### src/verilog/tsts_pkg.sv
// Package for the timer slave-trigger and master link block.
// Assumes a single peripheral clock; registers sit on an Avalon-MM slave.
package tsts_pkg;
	// ****************************************************************
	// Register byte offsets
	// ****************************************************************
	localparam logic [3:0] TSTS_OFS_CTRL   = 4'h0;
	localparam logic [3:0] TSTS_OFS_SLAVE  = 4'h4;
	localparam logic [3:0] TSTS_OFS_FLAG   = 4'h8;
	localparam logic [3:0] TSTS_OFS_CNT    = 4'hC;
	// ****************************************************************
	// Field positions
	// ****************************************************************
	localparam int TSTS_CTRL_CEN     = 0;
	localparam int TSTS_CTRL_UG      = 1;
	localparam int TSTS_CTRL_MMS_LO  = 4;
	localparam int TSTS_CTRL_PSC_LO  = 8;
	localparam int TSTS_CTRL_ARR_LO  = 16;
	localparam int TSTS_SLV_SMS_LO   = 0;
	localparam int TSTS_SLV_TS_LO    = 4;
	localparam int TSTS_SLV_MSM      = 7;
	localparam int TSTS_SLV_ETF_LO   = 8;
	localparam int TSTS_SLV_ETPS_LO  = 12;
	localparam int TSTS_SLV_ETP      = 14;
	localparam int TSTS_SLV_ECE      = 15;
	localparam int TSTS_SLV_CCR_LO   = 16;
	localparam int TSTS_FLAG_TIF     = 0;
	localparam int TSTS_FLAG_UIF     = 1;
	// ****************************************************************
	// Encodings
	// ****************************************************************
	localparam logic [2:0] TSTS_SMS_GATED = 3'h5;
	localparam logic [2:0] TSTS_SMS_TRIG  = 3'h6;
	localparam logic [2:0] TSTS_SMS_EXT1  = 3'h7;
	localparam logic [2:0] TSTS_SMS_RESET = 3'h4;
	localparam logic [2:0] TSTS_TS_ITR_A  = 3'h0;
	localparam logic [2:0] TSTS_TS_ITR_B  = 3'h4;
	localparam logic [2:0] TSTS_TS_CH1    = 3'h5;
	localparam logic [2:0] TSTS_TS_CH2    = 3'h6;
	localparam logic [2:0] TSTS_TS_ETR    = 3'h7;
	localparam logic [2:0] TSTS_MMS_EN    = 3'h1;
	localparam logic [2:0] TSTS_MMS_UPD   = 3'h2;
	localparam logic [2:0] TSTS_MMS_OC1   = 3'h4;
	localparam logic [31:0] TSTS_RST_WORD = 32'h0000_0000;
	localparam logic [31:0] TSTS_RST_ARR  = 32'h0000_FFFF;

	typedef struct packed {
		logic       cen;
		logic [2:0] mms;
		logic [7:0] psc;
		logic [15:0] arr;
	} tsts_ctrl_t;

	typedef struct packed {
		logic [2:0] sms;
		logic [2:0] ts;
		logic       msm;
		logic [3:0] etf;
		logic [1:0] etps;
		logic       etp;
		logic       ece;
		logic [15:0] ccr;
	} tsts_slave_t;
endpackage

### src/verilog/tsts_timer.sv
// One general-purpose timer with slave trigger control and master output.
// Assumes channel inputs and the external trigger pin are asynchronous pins,
// and that the link input comes from the partner timer on the same clock.
// What this block does
// - Slave mode 110 starts the counter on an active trigger event.
// - Trigger edge starts counting on internal clock and sets trigger flag.
// - External trigger inputs are resynchronized, so start lags the edge.
// - Trigger select 101 routes channel 1, 110 routes channel 2.
// - Trigger select 000 (and 100) route the partner's trigger output.
// - External clock mode 2 combines with reset, gated or trigger modes.
// - External path has filter, prescaler, polarity; enable bit selects mode 2.
// - Mode 2 plus trigger: edge enables counter, then pin edges count.
// - Master can reset, start, stop or clock the partner through a link.
// - Master mode 010 pulses trigger output on every update event.
// - Master mode 1xx drives a compare reference; 100 is channel 1.
// - Master mode 001 outputs the counter enable signal.
// - Slave mode 111 clocks the counter on trigger rising edges.
// - Gated mode counts prescaled internal clock while trigger is high.
// - Gating touches only the counter enable, not the count clock.
// - Counter and prescaler resume from current values when started.
// - Writing the update generate bit resets counter and prescaler.
// - Software writes to the counter register load the counter.
// - Trigger mode sets enable bit; it stays until software clears it.
// - Slave gated by master enable output (mode 001) stops when master enable clears; a compare gate holds its level.
// - Master/slave bit delays master enable to its prescaler input.
// - Master started by channel with master/slave bit set counts one clock ahead of a slave in trigger mode.
// - Event flags clear when software writes one to their bit.
// - Internal trigger input connects to the partner's trigger output.
//
// Design decisions made here: the Avalon-MM slave port and the register offsets.
`timescale 1ns/100ps
module tsts_timer (
	input  wire logic        CLK,
	input  wire logic        RSTN,
	input  wire logic [3:0]  AVS_ADDRESS,
	input  wire logic        AVS_READ,
	input  wire logic        AVS_WRITE,
	input  wire logic [31:0] AVS_WRITEDATA,
	input  wire logic [3:0]  AVS_BYTEENABLE,
	output logic [31:0]      AVS_READDATA,
	output logic             AVS_WAITREQUEST,
	input  wire logic        CH1_IN,
	input  wire logic        CH2_IN,
	input  wire logic        ETR_PIN,
	input  wire logic        LINK_IN,
	output logic             TRIGGER_OUTPUT,
	output logic             COMPARE1_OUT,
	output logic [15:0]      COUNT_VALUE
);
	// ****************************************************************
	// Input resynchronizers
	// ****************************************************************
	logic [2:0] sync1_q;
	logic [2:0] sync2_q;
	logic [2:0] sync3_q;
	logic [2:0] pins;
	assign pins = {ETR_PIN, CH2_IN, CH1_IN};

	always_ff @(posedge CLK) begin
		if (!RSTN) begin
			sync1_q <= 3'h0;
			sync2_q <= 3'h0;
			sync3_q <= 3'h0;
		end else begin
			sync1_q <= pins;
			sync2_q <= sync1_q;
			sync3_q <= sync2_q;
		end
	end

	// ****************************************************************
	// Registers and bus
	// ****************************************************************
	tsts_pkg::tsts_ctrl_t  ctrl_q;
	tsts_pkg::tsts_slave_t slv_q;
	logic [15:0] cnt_q;
	logic [7:0]  psc_cnt_q;
	logic        tif_q;
	logic        uif_q;
	logic        rd_ack_q;
	logic [31:0] rdata_q;

	// Reads take one wait cycle so read data comes from a flop; writes are immediate.
	assign AVS_WAITREQUEST = AVS_READ & ~rd_ack_q;

	wire wr_ctrl  = AVS_WRITE && AVS_ADDRESS == tsts_pkg::TSTS_OFS_CTRL;
	wire wr_slave = AVS_WRITE && AVS_ADDRESS == tsts_pkg::TSTS_OFS_SLAVE;
	wire wr_flag  = AVS_WRITE && AVS_ADDRESS == tsts_pkg::TSTS_OFS_FLAG;
	wire wr_cnt   = AVS_WRITE && AVS_ADDRESS == tsts_pkg::TSTS_OFS_CNT;
	wire ug_write = wr_ctrl && AVS_BYTEENABLE[0] && AVS_WRITEDATA[tsts_pkg::TSTS_CTRL_UG];

	wire [31:0] ctrl_word = {ctrl_q.arr, ctrl_q.psc, 1'b0, ctrl_q.mms, 3'h0, ctrl_q.cen};
	wire [31:0] slv_word  = {slv_q.ccr, slv_q.ece, slv_q.etp, slv_q.etps, slv_q.etf,
	                         slv_q.msm, slv_q.ts, 1'b0, slv_q.sms};
	wire [31:0] rd_mux =
		(AVS_ADDRESS == tsts_pkg::TSTS_OFS_CTRL)  ? ctrl_word :
		(AVS_ADDRESS == tsts_pkg::TSTS_OFS_SLAVE) ? slv_word :
		(AVS_ADDRESS == tsts_pkg::TSTS_OFS_FLAG)  ? {30'h0, uif_q, tif_q} :
		(AVS_ADDRESS == tsts_pkg::TSTS_OFS_CNT)   ? {16'h0, cnt_q} : 32'h0000_0000;

	function automatic logic [31:0] merge(input logic [31:0] old, input logic [31:0] nw,
	                                      input logic [3:0] be);
		logic [31:0] r;
		r = old;
		for (int i = 0; i < 4; i++) begin
			if (be[i]) begin
				r[i*8 +: 8] = nw[i*8 +: 8];
			end
		end
		return r;
	endfunction

	wire [31:0] ctrl_wr = merge(ctrl_word, AVS_WRITEDATA, AVS_BYTEENABLE);
	wire [31:0] slv_wr  = merge(slv_word, AVS_WRITEDATA, AVS_BYTEENABLE);
	wire [31:0] cnt_wr  = merge({16'h0, cnt_q}, AVS_WRITEDATA, AVS_BYTEENABLE);

	always_ff @(posedge CLK) begin
		if (!RSTN) begin
			rd_ack_q <= 1'b0;
			rdata_q  <= tsts_pkg::TSTS_RST_WORD;
		end else begin
			rd_ack_q <= AVS_READ & ~rd_ack_q;
			rdata_q  <= rd_mux;
		end
	end
	assign AVS_READDATA = rdata_q;

	// ****************************************************************
	// Trigger selection and external trigger conditioning
	// ****************************************************************
	wire [2:0] ts = slv_q.ts;
	wire       ch1_f = sync2_q[0];
	wire       ch2_f = sync2_q[1];
	wire       etr_lv = sync2_q[2] ^ slv_q.etp;
	wire       etr_lv_d = sync3_q[2] ^ slv_q.etp;
	wire       etr_rise = etr_lv & ~etr_lv_d;

	// Filter: level must stay stable for etf cycles; zero passes straight through.
	logic [3:0] flt_cnt_q;
	logic       etr_flt_q;
	logic [2:0] etps_cnt_q;
	logic       etr_edge_q;
	wire        etr_stable = (flt_cnt_q >= slv_q.etf);
	wire        etr_f_rise = (slv_q.etf == 4'h0) ? etr_rise : (etr_stable & etr_lv & ~etr_flt_q);
	// Three bits so that the divide-by-eight setting really waits eight edges.
	wire [2:0]  etps_max = (3'h1 << slv_q.etps) - 3'h1;
	wire        etps_hit = (slv_q.etps == 2'h0) || (etps_cnt_q == etps_max);

	always_ff @(posedge CLK) begin
		if (!RSTN) begin
			flt_cnt_q  <= 4'h0;
			etr_flt_q  <= 1'b0;
			etps_cnt_q <= 3'h0;
			etr_edge_q <= 1'b0;
		end else begin
			flt_cnt_q  <= (etr_lv != etr_lv_d) ? 4'h0 :
			              (flt_cnt_q == 4'hF) ? flt_cnt_q : flt_cnt_q + 4'h1;
			etr_flt_q  <= (slv_q.etf == 4'h0 || etr_stable) ? etr_lv : etr_flt_q;
			etps_cnt_q <= etr_f_rise ? (etps_hit ? 3'h0 : etps_cnt_q + 3'h1) : etps_cnt_q;
			etr_edge_q <= etr_f_rise & etps_hit;
		end
	end
	wire etr_cond = etr_edge_q;   // conditioned external trigger pulse

	// Software is expected not to pick the pin as trigger; it still works as a level.
	wire trig_lv =
		(ts == tsts_pkg::TSTS_TS_CH1) ? ch1_f :
		(ts == tsts_pkg::TSTS_TS_CH2) ? ch2_f :
		(ts == tsts_pkg::TSTS_TS_ETR) ? etr_flt_q :
		(ts == tsts_pkg::TSTS_TS_ITR_A || ts == tsts_pkg::TSTS_TS_ITR_B) ? LINK_IN : 1'b0;

	logic trig_d_q;
	always_ff @(posedge CLK) begin
		if (!RSTN) begin
			trig_d_q <= 1'b0;
		end else begin
			trig_d_q <= trig_lv;
		end
	end
	wire trig_rise = trig_lv & ~trig_d_q;
	wire trig_edge = trig_lv ^ trig_d_q;

	// ****************************************************************
	// Slave mode control
	// ****************************************************************
	wire sms_trig  = slv_q.sms == tsts_pkg::TSTS_SMS_TRIG;
	wire sms_gated = slv_q.sms == tsts_pkg::TSTS_SMS_GATED;
	wire sms_ext1  = slv_q.sms == tsts_pkg::TSTS_SMS_EXT1;
	wire sms_reset = slv_q.sms == tsts_pkg::TSTS_SMS_RESET;
	wire trig_start = sms_trig & trig_rise;
	// Mode 2 is ignored while mode 1 is selected.
	wire ext2_on = slv_q.ece & ~sms_ext1;

	// Enable bit: trigger sets it, software write may clear; set wins.
	wire cen_sw = wr_ctrl & AVS_BYTEENABLE[0];
	wire cen_d  = trig_start ? 1'b1 :
	              cen_sw ? AVS_WRITEDATA[tsts_pkg::TSTS_CTRL_CEN] : ctrl_q.cen;
	wire count_enable_signal = ctrl_q.cen & (~sms_gated | trig_lv);

	// Optional one-cycle delay of enable toward the prescaler for alignment.
	logic count_enable_signal_dly_q;
	always_ff @(posedge CLK) begin
		if (!RSTN) begin
			count_enable_signal_dly_q <= 1'b0;
		end else begin
			count_enable_signal_dly_q <= count_enable_signal;
		end
	end
	wire psc_en = slv_q.msm ? count_enable_signal_dly_q : count_enable_signal;

	// ****************************************************************
	// Prescaler and counter
	// ****************************************************************
	wire clk_tick = sms_ext1 ? trig_rise :
	                ext2_on  ? etr_cond : 1'b1;
	wire psc_tick = psc_en & clk_tick;
	wire psc_wrap = psc_tick && (psc_cnt_q == ctrl_q.psc);
	wire ovf      = psc_wrap && (cnt_q == ctrl_q.arr);
	wire reset_ev = ug_write | (sms_reset & trig_rise);
	wire update_ev = ovf | reset_ev;

	always_ff @(posedge CLK) begin
		if (!RSTN) begin
			cnt_q     <= 16'h0000;
			psc_cnt_q <= 8'h00;
		end else if (reset_ev) begin
			cnt_q     <= 16'h0000;
			psc_cnt_q <= 8'h00;
		end else if (wr_cnt) begin
			cnt_q     <= cnt_wr[15:0];
		end else if (psc_tick) begin
			// Start by gate or trigger keeps the present values.
			psc_cnt_q <= psc_wrap ? 8'h00 : psc_cnt_q + 8'h01;
			cnt_q     <= !psc_wrap ? cnt_q : (ovf ? 16'h0000 : cnt_q + 16'h0001);
		end
	end

	// ****************************************************************
	// Registers and flags
	// ****************************************************************
	wire tif_set = trig_start | (sms_gated & trig_edge) | (sms_reset & trig_rise);
	wire [31:0] flag_clr = (wr_flag & AVS_BYTEENABLE[0]) ? AVS_WRITEDATA : 32'h0;

	always_ff @(posedge CLK) begin
		if (!RSTN) begin
			ctrl_q <= '{cen: 1'b0, mms: 3'h0, psc: 8'h00, arr: tsts_pkg::TSTS_RST_ARR[15:0]};
			slv_q  <= tsts_pkg::TSTS_RST_WORD[30:0];
			tif_q  <= 1'b0;
			uif_q  <= 1'b0;
		end else begin
			ctrl_q.cen <= cen_d;
			if (wr_ctrl) begin
				ctrl_q.mms <= ctrl_wr[tsts_pkg::TSTS_CTRL_MMS_LO +: 3];
				ctrl_q.psc <= ctrl_wr[tsts_pkg::TSTS_CTRL_PSC_LO +: 8];
				ctrl_q.arr <= ctrl_wr[tsts_pkg::TSTS_CTRL_ARR_LO +: 16];
			end
			if (wr_slave) begin
				slv_q <= {slv_wr[tsts_pkg::TSTS_SLV_SMS_LO +: 3],
				          slv_wr[tsts_pkg::TSTS_SLV_TS_LO +: 3],
				          slv_wr[tsts_pkg::TSTS_SLV_MSM],
				          slv_wr[tsts_pkg::TSTS_SLV_ETF_LO +: 4],
				          slv_wr[tsts_pkg::TSTS_SLV_ETPS_LO +: 2],
				          slv_wr[tsts_pkg::TSTS_SLV_ETP],
				          slv_wr[tsts_pkg::TSTS_SLV_ECE],
				          slv_wr[tsts_pkg::TSTS_SLV_CCR_LO +: 16]};
			end
			tif_q <= tif_set | (tif_q & ~flag_clr[tsts_pkg::TSTS_FLAG_TIF]);
			uif_q <= update_ev | (uif_q & ~flag_clr[tsts_pkg::TSTS_FLAG_UIF]);
		end
	end

	// ****************************************************************
	// Master output
	// ****************************************************************
	logic trigger_output_q;
	logic oc1_q;
	wire  oc1_ref = cnt_q < slv_q.ccr;
	wire [2:0] mms = ctrl_q.mms;
	wire trigger_output_d = (mms == tsts_pkg::TSTS_MMS_EN)  ? count_enable_signal :
	              (mms == tsts_pkg::TSTS_MMS_UPD) ? update_ev :
	              mms[2] ? oc1_ref : reset_ev;

	always_ff @(posedge CLK) begin
		if (!RSTN) begin
			trigger_output_q <= 1'b0;
			oc1_q  <= 1'b0;
		end else begin
			trigger_output_q <= trigger_output_d;
			oc1_q  <= oc1_ref;
		end
	end
	assign TRIGGER_OUTPUT = trigger_output_q;
	assign COMPARE1_OUT   = oc1_q;
	assign COUNT_VALUE    = cnt_q;

	// ****************************************************************
	// Assertions
	// ****************************************************************
	property p_trig_sets_cen;
		@(posedge CLK) disable iff (!RSTN) trig_start |=> ctrl_q.cen && tif_q;
	endproperty
	a_trig_sets_cen: assert property (p_trig_sets_cen) else $error("trigger did not start");

	property p_sync_lat;
		@(posedge CLK) disable iff (!RSTN)
			(sms_trig && ts == tsts_pkg::TSTS_TS_CH1 && $rose(CH1_IN) && !ch1_f)
			##1 CH1_IN |=> trig_rise;
	endproperty
	a_sync_lat: assert property (p_sync_lat) else $error("sync latency wrong");

	property p_ch2_route;
		@(posedge CLK) disable iff (!RSTN) ts == tsts_pkg::TSTS_TS_CH2 |-> trig_lv == sync2_q[1];
	endproperty
	a_ch2_route: assert property (p_ch2_route) else $error("channel 2 routing wrong");

	property p_link_route;
		@(posedge CLK) disable iff (!RSTN) ts == tsts_pkg::TSTS_TS_ITR_A |-> trig_lv == LINK_IN;
	endproperty
	a_link_route: assert property (p_link_route) else $error("link routing wrong");

	property p_upd_out;
		@(posedge CLK) disable iff (!RSTN)
			mms == tsts_pkg::TSTS_MMS_UPD && update_ev && !wr_ctrl |=> TRIGGER_OUTPUT;
	endproperty
	a_upd_out: assert property (p_upd_out) else $error("update not on output");

	property p_gate_hold;
		@(posedge CLK) disable iff (!RSTN)
			sms_gated && !trig_lv && !reset_ev && !wr_cnt && !(slv_q.msm && count_enable_signal_dly_q)
			|=> $stable(cnt_q);
	endproperty
	a_gate_hold: assert property (p_gate_hold) else $error("gated counter moved");

	property p_ug_reset;
		@(posedge CLK) disable iff (!RSTN) ug_write |=> cnt_q == 16'h0000 && psc_cnt_q == 8'h00;
	endproperty
	a_ug_reset: assert property (p_ug_reset) else $error("update generate failed");

	property p_cnt_load;
		@(posedge CLK) disable iff (!RSTN)
			wr_cnt && !reset_ev |=> cnt_q == $past(cnt_wr[15:0]);
	endproperty
	a_cnt_load: assert property (p_cnt_load) else $error("counter load failed");

	property p_flag_set_wins;
		@(posedge CLK) disable iff (!RSTN) tif_set |=> tif_q;
	endproperty
	a_flag_set_wins: assert property (p_flag_set_wins) else $error("trigger flag lost");

	property p_msm_delay;
		@(posedge CLK) disable iff (!RSTN)
			slv_q.msm && $rose(count_enable_signal) |-> !psc_en ##1 (psc_en || !count_enable_signal);
	endproperty
	a_msm_delay: assert property (p_msm_delay) else $error("align delay wrong");

	c_trig_start: cover property (@(posedge CLK) disable iff (!RSTN) trig_start);
	c_ext2_count: cover property (@(posedge CLK) disable iff (!RSTN) ext2_on && psc_tick);
	c_gated_run:  cover property (@(posedge CLK) disable iff (!RSTN) sms_gated && psc_tick);
	c_ext1_tick:  cover property (@(posedge CLK) disable iff (!RSTN) sms_ext1 && psc_tick);
endmodule

### config.mk
export PLATFORM = sky130hd
export DESIGN_NAME = tsts_timer
export DESIGN_NICKNAME = d
export VERILOG_FILES = /design/src/verilog/tsts_pkg.sv /design/src/verilog/tsts_timer.sv
export SDC_FILE = /design/constraint.sdc
export NUM_CORES = 1
export LEC_CHECK = 0
export BUFFER_PORTS_ARGS = -buffer_cell sky130_fd_sc_hd__buf_2
export CORE_MARGIN = 5
export CORE_UTILIZATION = 30
export CTS_CLUSTER_DIAMETER = 40
export DETAILED_ROUTE_END_ITERATION = 8
export GPL_TIMING_DRIVEN = 0
export PLACE_DENSITY = 0.45
export SYNTH_ARGS = -nofsm -noshare
export SYNTH_HDL_FRONTEND = slang
export SYNTH_SLANG_ARGS = --single-unit
### constraint.sdc
create_clock -name CLK -period 5.5 [get_ports CLK]
set_input_delay 0.275 -clock CLK [delete_from_list [all_inputs] [get_ports CLK]]
set_output_delay 0.275 -clock CLK [all_outputs]
set_load 0.03 [all_outputs]
==> flow_summary.toml, run 1 <==
[status]
outcome = "finished, final reports clean"

[power]
power.leakage_nw = 3.34
peakVddDrop_v = 0.000163
p_per_area_nw_per_um2 = 292
total_power_w = 0.00232

[clock_tree]
clkLatencyLatePin_ns = 0.42
cts_buffers = 17
postCtsHoldBufs = 0
post_cts_buffers = 0
clk_pin_slew_ns = 0.06
cts_resized = 0
htreeDepth = 4
cts.sinks = 138
cts_root_buf = "clkbuf_16"
clockBufferDepth = 2
cts_tree = "built"

[worst_setup_path]
crit_start = "ts[1]"
arrival_ns = 3.58
crit_required_ns = 5.81
crit_type = "flip-flop to flip-flop"
path_max_fanout = 10
reg2reg_from = "ts[1]"
cp-start-kind = "flip-flop"
end_kind = "flip-flop"

[drt]
routed_via_density = 5.00
wl_per_cell_um = 18.9
first_iter_violations = 396
vias = 5934
route.detailed.drc = 0
ant_nets = 0
wl_um = 22500
detail_route.first_pass.iterations = 5

[timing]
skew_ns = 0.00834
worst_slack_ns = 2.23
hold_viol = 0
final-max-slew-violation-count = 0
setup_viol = 0
tightestPinTransition_ns = 1.04
timing.final.crit_share_pct = 59.4
rsz0062_at_grt = "no"
max_freq_mhz = 306
max_slew_margin_pct = 30.7
layout_min_cycle_time_ns = 3.27
tns_ns = 0

[yosys]
synth.avg_cell_area_um2 = 8.39
syn-num-nets = 852
ys_types = 57
ys.flop_type = "dfxtp_1"
ys_ff_latch = 138
syn_inst = 779
netlist_area_um2 = 6530
yosysWarnings = 0
synth_edf_count = 0
synth_seq_area_share_pct = 42.3
async_flop_share_pct = 0

[global_routing]
overflow = 0
grt_max_degree = 17
antenna_found_initial = 0
grt_first_pass_wirelength_um = 34500
gr-usage-all-layers_pct = 18.3
grt_pass1_vias = 5843

[die]
start_util_pct = 30.2
die_y_um = 158
ioPinCount = 99
die-area_um2 = 24800
dieWidth_um = 158
core-area_um2 = 21600
num_rows = 54

[placed_design]
port_buffers = 96
gp_congestion = 0.851
dp_slack_ns = 2.24
dpl.hpwl_um = 16900

[cells_and_area]
fill_cells = 2353
num_antenna_cells = 0
fin_nets = 967
drive_above_1_share_pct = 16.0
area_growth_pct = 21.7

[job]
maxCapViolCount = 0

[hold_path]
hold_start = "CH1_IN"
holdCritPathClass = "input port to flip-flop"
-- registers in the layout (all words and copies together) (netlist names) --
signal                     count
etr_cond                       1
mms                            3
sync1_q                        3
sync3_q                        1
ctrl_q                        25
etps_cnt_q                     3
TRIGGER_OUTPUT                 1
flt_cnt_q                      4
count_enable_signal_dly_q      1
rd_ack_q                       1
COMPARE1_OUT                   1
etr_flt_q                      1
AVS_READDATA                  32
psc_cnt_q                      8
tif_q                          1
uif_q                          1
ts                             3
sync2_q                        3
trig_d_q                       1
COUNT_VALUE                   16
slv_q                         28
-- cells by family (layout without fill, tap and decap cells) --
group                    count (synthesis)  count (layout)  synth area share, %
AND/OR/NAND/NOR                        329             329                 23.7
XOR/XNOR                                34              34                 4.56
flip-flops                             138             138                 42.3
buffers and inverters                   70             198                 4.35
adder cells (fa/ha/maj)                 25              25                 4.79
multiplexers                            47              47                 7.41
AO/OA/AOI/OAI                          136             136                 12.9
-- cell usage after synthesis (all sizes together), types with 2 or more instances --
library cell  instances  area (µm²)
or3                   4        25.0
a21o                  3        22.5
nand4b                2        17.5
xor2                 31         272
dfxtp               138        2760
buf                  11        62.6
o21ai                21         105
nand2b                2        12.5
clkbuf               28         105
a22oi                 3        22.5
a22o                  2        17.5
nor2b                 6        37.5
a221oi                2        17.5
nand2               103         387
nand3                59         295
or3b                  2        17.5
and3                 12        75.1
nor3                  8        51.3
inv                  30         113
o31ai                 3        22.5
nor2                 84         315
a32o                  9        90.1
or2                   2        12.5
a211oi                7        52.6
a31oi                 7        43.8
xnor2                 3        26.3
nand3b                3        22.5
and2                 18         115
a21oi                67         335
o311ai                2        17.5
nor4b                 2        17.5
nand4                10        62.6
ha                   25         313
mux2i                45         450
nor4                  9        56.3
o211ai                2        20.0
-- worst max-delay path, cell delays in order (launching register included) --
cell      delay (ns)
dfxtp_1         0.36
or3b_1          0.38
o211ai_2        0.14
ha_1            0.22
and4b_1         0.20
a311oi_2        0.27
o21ai_1         0.19
o31ai_1         0.65
buf_2           0.36
o21ai_0         0.12
a32o_1          0.26
-- cell type report --
cell class / count / area [µm²] / area share, %
timing repair buffer: 96 / 480 / 6.04
inverter: 31 / 116 / 1.46
tap: 280 / 350 / 4.41
sequential: 138 / 2760 / 34.7
buffer: 39 / 168 / 2.11
clock buffer: 19 / 443 / 5.57
clock inverter: 13 / 145 / 1.83
multi-input combinational: 571 / 3490 / 43.8
-- stage by stage --
stage / utilization (%) / instances / hold slack [ns] / instance area, µm²
floorplan: - / 779 / 0.399 / 6530
finish: 36.8 / 1187 / 0.0666 / 7950
detailed placement: 34.1 / 1155 / 0.421 / 7360
global route: 36.8 / 1187 / 0.0540 / 7950
CTS: 36.8 / 1187 / 0.0462 / 7950
global placement: 34.1 / 1155 / 0.435 / 7360
-- report_power, final --
group / internal (W) / switching [W]
Clock: 0.000683 / 0.000474
Combinational: 0.0000482 / 0.0000948
Sequential: 0.00101 / 0.0000103
-- layout by cell type, fill, tap and decap left out, types with 3 or more instances in the layout --
cell,instances
dfxtp_1,138
nand2_1,103
buf_2,101
nor2_1,84
a21oi_1,67
nand3_1,59
mux2i_1,45
xor2_1,31
inv_1,30
clkbuf_1,29
ha_1,25
o21ai_0,20
and2_1,17
clkbuf_16,17
and3_1,12
nand4_1,10
nor4_1,9
a32o_1,9
nor3_1,7
a211oi_1,7
a31oi_1,7
nor2b_1,6
buf_1,4
or3_1,4
clkinv_4,4
xnor2_1,3
nand3b_1,3
a21o_1,3
o31ai_1,3
a22oi_1,3
clkinvlp_4,3
-- per-layer routing --
layer / share of wire [%] / global-route usage (%) / vias to the layer above
li1: - / - / 2957
met1: 47 / 24.8 / 2794
met2: 47 / 30.1 / 164
met3: 4.8 / 3.85 / 19
met4: 1.2 / 4.34 / 0
met5: 0 / 0 / -
-- path summary, 6_finish.rpt --
kind | endpoint | slack [ns] | cells past startpoint
min reg2reg | sync2_q[2] | 0.44 | 1
min | sync1_q[0] | 0.07 | 2
max reg2reg | COUNT_VALUE[5] | 2.23 | 10
max | COUNT_VALUE[5] | 2.23 | 10
Power figures use the tool's default switching activity.
==> run 2: changes to the inputs <==
--- a/config.mk
+++ b/config.mk
@@ -11,7 +11,7 @@
 export CTS_CLUSTER_DIAMETER = 40
 export DETAILED_ROUTE_END_ITERATION = 8
 export GPL_TIMING_DRIVEN = 0
-export PLACE_DENSITY = 0.45
+export PLACE_DENSITY = 0.47
 export SYNTH_ARGS = -nofsm -noshare
 export SYNTH_HDL_FRONTEND = slang
 export SYNTH_SLANG_ARGS = --single-unit
==> constraint.sdc (replaced) <==
create_clock -name CLK -period 2.7 [get_ports CLK]
set_input_delay 0.135 -clock CLK [delete_from_list [all_inputs] [get_ports CLK]]
set_output_delay 0.135 -clock CLK [all_outputs]
set_load 0.03 [all_outputs]
==> run 2 against run 1 <==
The run now ends with setup timing left. First-iteration DRC count is 15% higher. Worst setup slack got worse by 2.3 ns. Sequential cell count stayed put. Final cell count grew 3.1%. Sequential power is 100% higher. Highest routed layer unchanged.
==> flow_summary.toml, run 2 (same netlist as run 1, synthesis figures left out) <==
[timing]
skew_ns = 0.0112
tightestPinTransition_ns = 0.990
rsz0062_at_grt = "yes"
max_slew_margin_pct = 34.0
final-max-slew-violation-count = 0
hold_viol = 0
whs_ns = 0.0101
layout_min_cycle_time_ns = 2.81
max_freq_mhz = 356
worst_slack_ns = -0.113
setup_viol = 10
tns_ns = -0.612
timing.final.crit_share_pct = 104

[hold_path]
holdCritPathClass = "input port to flip-flop"

[die]
start_util_pct = 30.2
die_y_um = 158
dieWidth_um = 158
core-area_um2 = 21600
ioPinCount = 99
die-area_um2 = 24800
num_rows = 54

[drt]
ant_nets = 0
routed_via_density = 5.05
vias = 6184
route.detailed.drc = 0
detail_route.first_pass.iterations = 5
wl_um = 23300
first_iter_violations = 454
wl_per_cell_um = 19.1

[clock_tree]
clkLatencyLatePin_ns = 0.43
cts_root_buf = "clkbuf_16"
clk_pin_slew_ns = 0.06
cts_tree = "built"
clockBufferDepth = 2
cts.sinks = 138
cts_buffers = 17
htreeDepth = 4

[power]
power.leakage_nw = 3.57
p_sw_share_pct = 23.5
p_per_area_nw_per_um2 = 578
p_int_w = 0.00378
netSwitchingPower_w = 0.00116
peakVddDrop_v = 0.000304
pwr-share-seq_pct = 42.2
total_power_w = 0.00494
clkPwrFrac_pct = 51.0
pwr-share-comb_pct = 6.9

[global_routing]
grt_max_degree = 17
antenna_found_initial = 0
grt_pass1_vias = 5915
overflow = 0
gr-usage-all-layers_pct = 18.7
grt_first_pass_wirelength_um = 34900

[cells_and_area]
drive_above_1_share_pct = 19.5
fin_nets = 1004
final_common_cell = "dfxtp_1"
final_cell_mix = "dfxtp_1 (136), nand2_1 (100), buf_2 (99)"
area_growth_pct = 30.7
largest_reg_flops = 32
num_antenna_cells = 0

[job]
maxCapViolCount = 0

[placed_design]
dp_slack_ns = -0.568
port_buffers = 96
gp_congestion = 0.866
dpl.hpwl_um = 16800

[worst_setup_path]
crit_slowest_cell = "or3_4"
crit_type = "flip-flop to flip-flop"
regToRegSetupSlack_ns = -0.11
arrival_ns = 3.14
cp_num_buf_inv = 0
slowest_delay_ns = 0.45
crit_required_ns = 3.02
crit_top_cell = "a32o_1"
critPathTopFamily = "simple AND/OR/NAND/NOR gates"
cp-start-kind = "flip-flop"
path_max_fanout = 5
path_cells = "or3b_4 -> o211ai_4 -> ha_2 -> and4b_1 -> a311oi_2 -> o21ai_2 -> or3_4 -> and2_4 -> a32o_1 -> a32o_1"
end_kind = "flip-flop"

[status]
outcome = "finished with violations"
violations = "setup timing"
run 2: cell types whose count changed in the layout (fill, tap and decap cells not counted), sizes merged:
cell / change
bufinv: +2
dlygate4sd3: +24
clkinv: -1
buf: +14
inv: -2
run 2: stage by stage:
step	instances	util (%)	area [µm²]
final	1224	39.5	8540
after global routing	1224	39.5	8540
after CTS	1220	38.8	8390
after detailed placement	1155	34.1	7370
after global placement	1155	34.1	7370
after floorplan	779	-	6540
run 2: worst reg2reg max path, stage by stage (launching register included):
cell	delay (ns)
dfxtp_2	0.34
or3b_4	0.41
o211ai_4	0.09
ha_2	0.20
and4b_1	0.20
a311oi_2	0.29
o21ai_2	0.12
or3_4	0.45
and2_4	0.20
a32o_1	0.21
a32o_1	0.20
run 2: power by group through the flow:
stage               Sequential [W]  Clock (W)  Combinational [W]
floorplan                  0.00213          0           0.000151
global placement           0.00213          0           0.000298
detailed placement         0.00213          0           0.000297
CTS                        0.00208    0.00256           0.000334
global route               0.00208    0.00265           0.000368
finish                     0.00208    0.00252           0.000338
run 2: area by class of cell:
type                       instances  area [µm²]
fill                            2238       13100
multi-input combinational        571        3660
sequential                       138        2770
timing repair buffer             135         846
clock buffer                      20         457
tap                              280         350
clock inverter                    12         171
buffer                            37         171
inverter                          31         116
run 2: final timing paths:
path	startpoint	end	cells after the start
worst min-delay path	AVS_WRITEDATA[8]	slv_q[20]	3
worst min register to register	sync1_q[2]	sync2_q[2]	1
worst max-delay path	ts[0]	COUNT_VALUE[3]	10
worst max register to register	ts[0]	COUNT_VALUE[3]	10
run 2: per-layer routing:
layer / vias to the layer above / track usage [%] / share of wire, %
met5: - / 0 / 0
met2: 211 / 29.6 / 46
li1: 3021 / - / -
met4: 0 / 6.76 / 2.0
met3: 24 / 4.57 / 7.1
met1: 2928 / 24.9 / 44
run 2: what timing repair did:
action                                  in CTS  in global routing
pin swaps                                   14                 10
cloned                                       0                  2
hold endpoints to repair                    41                  0
buffers inserted                             9                  4
hold buffers                                24                  0
endpoints found under the setup margin      25                 26
resized for setup                           23                 22
==> run 3: changes to the inputs <==
--- a/config.mk
+++ b/config.mk
@@ -9,9 +9,11 @@
 export CORE_MARGIN = 5
 export CORE_UTILIZATION = 30
 export CTS_CLUSTER_DIAMETER = 40
+export CTS_CLUSTER_SIZE = 30
 export DETAILED_ROUTE_END_ITERATION = 8
 export GPL_TIMING_DRIVEN = 0
 export PLACE_DENSITY = 0.47
 export SYNTH_ARGS = -nofsm -noshare
 export SYNTH_HDL_FRONTEND = slang
 export SYNTH_SLANG_ARGS = --single-unit
+export TNS_END_PERCENT = 20
==> run 3 against run 2 <==
Combinational power about the same. Register-to-register slack got worse by 0.07 ns. Critical path depth is 1 higher. Utilization fell by 0.61 points. First-iteration DRC count down 12%. Largest power group unchanged. The run still ends with setup timing left. Largest cell class unchanged.
==> flow_summary.toml, run 3 (same netlist as run 1, synthesis figures left out) <==
[die]
start_util_pct = 30.2
num_rows = 54
core-area_um2 = 21600
dieWidth_um = 158
die_y_um = 158
ioPinCount = 99
die-area_um2 = 24800

[cells_and_area]
design_area_um2 = 8410
num_antenna_cells = 0
fin_nets = 1000
final_cell_mix = "dfxtp_1 (136), nand2_1 (101), buf_2 (98)"
final_common_cell = "dfxtp_1"
drive_above_1_share_pct = 17.6
fill_cells = 2283
area_growth_pct = 28.7
largest_reg_flops = 32
fin_cells = 1219

[clock_tree]
cts_root_buf = "clkbuf_16"
cts_buffers = 17
clockBufferDepth = 2
cts.sinks = 138
clkLatencyLatePin_ns = 0.43
clk_pin_slew_ns = 0.06
htreeDepth = 4
cts_tree = "built"

[worst_setup_path]
crit_start = "ts[1]"
end_kind = "flip-flop"
slowest_delay_ns = 0.41
regToRegSetupSlack_ns = -0.18
crit_type = "flip-flop to flip-flop"
crit_top_cell = "a32o_1"
cp-start-kind = "flip-flop"
crit_required_ns = 3.02
cp_num_buf_inv = 1
path_depth = 11
reg2reg_from = "ts[1]"
critPathTopFamily = "simple AND/OR/NAND/NOR gates"
r2r_cells = 11
path_max_fanout = 5
arrival_ns = 3.21
path_cells = "or3b_4 -> o211ai_4 -> ha_2 -> and4b_1 -> a311oi_2 -> o21ai_2 -> or3_1 -> buf_6 -> and2_4 -> a32o_1 -> a32o_1"
reg2reg_to = "COUNT_VALUE[4]"
crit_slowest_cell = "or3b_4"

[global_routing]
grt_first_pass_wirelength_um = 35100
grt_max_degree = 17
grt_pass1_vias = 6012
antenna_found_initial = 0
top_usage_layer = "met2"
gr-usage-all-layers_pct = 18.9
use_met2_pct = 30.5
use_met3_pct = 3.50
grtUsageMet1_pct = 25.6
overflow = 0

[drt]
vias = 6204
wl_per_cell_um = 19.1
ant_nets = 0
route.detailed.drc = 0
routed_via_density = 5.09
wl_um = 23300
first_iter_violations = 398
detail_route.first_pass.iterations = 5

[power]
peakVddDrop_v = 0.000287
total_power_w = 0.00500
p_per_area_nw_per_um2 = 595
power.leakage_nw = 3.54

[timing]
tightestPinTransition_ns = 1.01
max_freq_mhz = 347
timing.final.crit_share_pct = 107
rsz0062_at_grt = "yes"
hold_viol = 0
skew_ns = 0.00828
max_slew_margin_pct = 32.9
final-max-slew-violation-count = 0
setup_viol = 12
worst_slack_ns = -0.183
layout_min_cycle_time_ns = 2.88
whs_ns = 0.0100

[hold_path]
whs_endpoint = "ctrl_q[21]"
hold_start = "AVS_WRITEDATA[13]"
whs_path_depth = 3
holdCritPathClass = "input port to flip-flop"

[placed_design]
dpl.cell_count = 1155
dp_slack_ns = -0.542
gp_congestion = 0.878
port_buffers = 96
dpl.hpwl_um = 16900
place_area_um2 = 7370

[job]
maxCapViolCount = 0

[status]
violations = "setup timing"
outcome = "finished with violations"
run 3: cell count changes in the layout (fill, tap and decap cells not counted), sizes merged:
| cell | previous run | this run |
|---|---|---|
| buf | 121 | 116 |
| bufinv | 4 | 5 |
| clkbuf | 47 | 48 |
| clkinv | 6 | 7 |
| clkinvlp | 3 | 0 |
run 3: timing repair:
| item | 4_1_cts | 5_1_grt |
|---|---|---|
| hold buffers | 24 | 0 |
| buffers inserted | 8 | 0 |
| gates cloned | 1 | 0 |
| hold endpoints to repair | 40 | 0 |
| pin swaps | 15 | 4 |
| resized for setup | 24 | 4 |
| endpoints found under the setup margin | 25 | 25 |
run 3: through the flow:
step | utilization (%) | setup TNS, ns
final | 38.9 | -1.28
after global routing | 38.9 | -2.56
after CTS | 38.8 | -1.59
after detailed placement | 34.1 | -5.93
after global placement | 34.1 | -6.60
after floorplan | - | -0.0115
run 3: layout make-up:
class	count	area (µm²)	share of cell area, %
Buffer	39	186	2.22
Clock buffer	20	447	5.31
Clock inverter	11	195	2.32
Inverter	31	116	1.38
Multi-Input combinational cell	571	3550	42.2
Sequential cell	138	2770	32.9
Tap cell	280	350	4.17
Timing Repair Buffer	129	796	9.46
run 3: tightest hold or removal path, delay by kind of cell:
family	cells	cell delay, ns
AOI/OAI and AO/OA	1	0.05
and+or+nand+nor	1	0.07
buffers and inverters	1	0.13
run 3: worst max path at each step:
stage / to / slack [ns]
detailed placement: COUNT_VALUE[5] / -0.54
global route: COUNT_VALUE[4] / -0.25
CTS: COUNT_VALUE[4] / -0.21
floorplan: COUNT_VALUE[4] / -0.006
finish: COUNT_VALUE[4] / -0.18
global placement: COUNT_VALUE[5] / -0.59
run 3: metal layers:
metal | part of all wire (%) | wire length, µm | up-vias
met5 | 0 | 0 | -
met4 | 2.0 | 462 | 0
met3 | 5.2 | 1210 | 33
met2 | 47 | 10900 | 197
met1 | 46 | 10800 | 2957
li1 | - | - | 3017
run 3: power by group:
| part | total (W) | internal (W) | switching, W |
|---|---|---|---|
| sequential | 0.00208 | 0.00206 | 0.0000213 |
| clock | 0.00258 | 0.00166 | 0.000923 |
| combinational | 0.000336 | 0.000126 | 0.000210 |
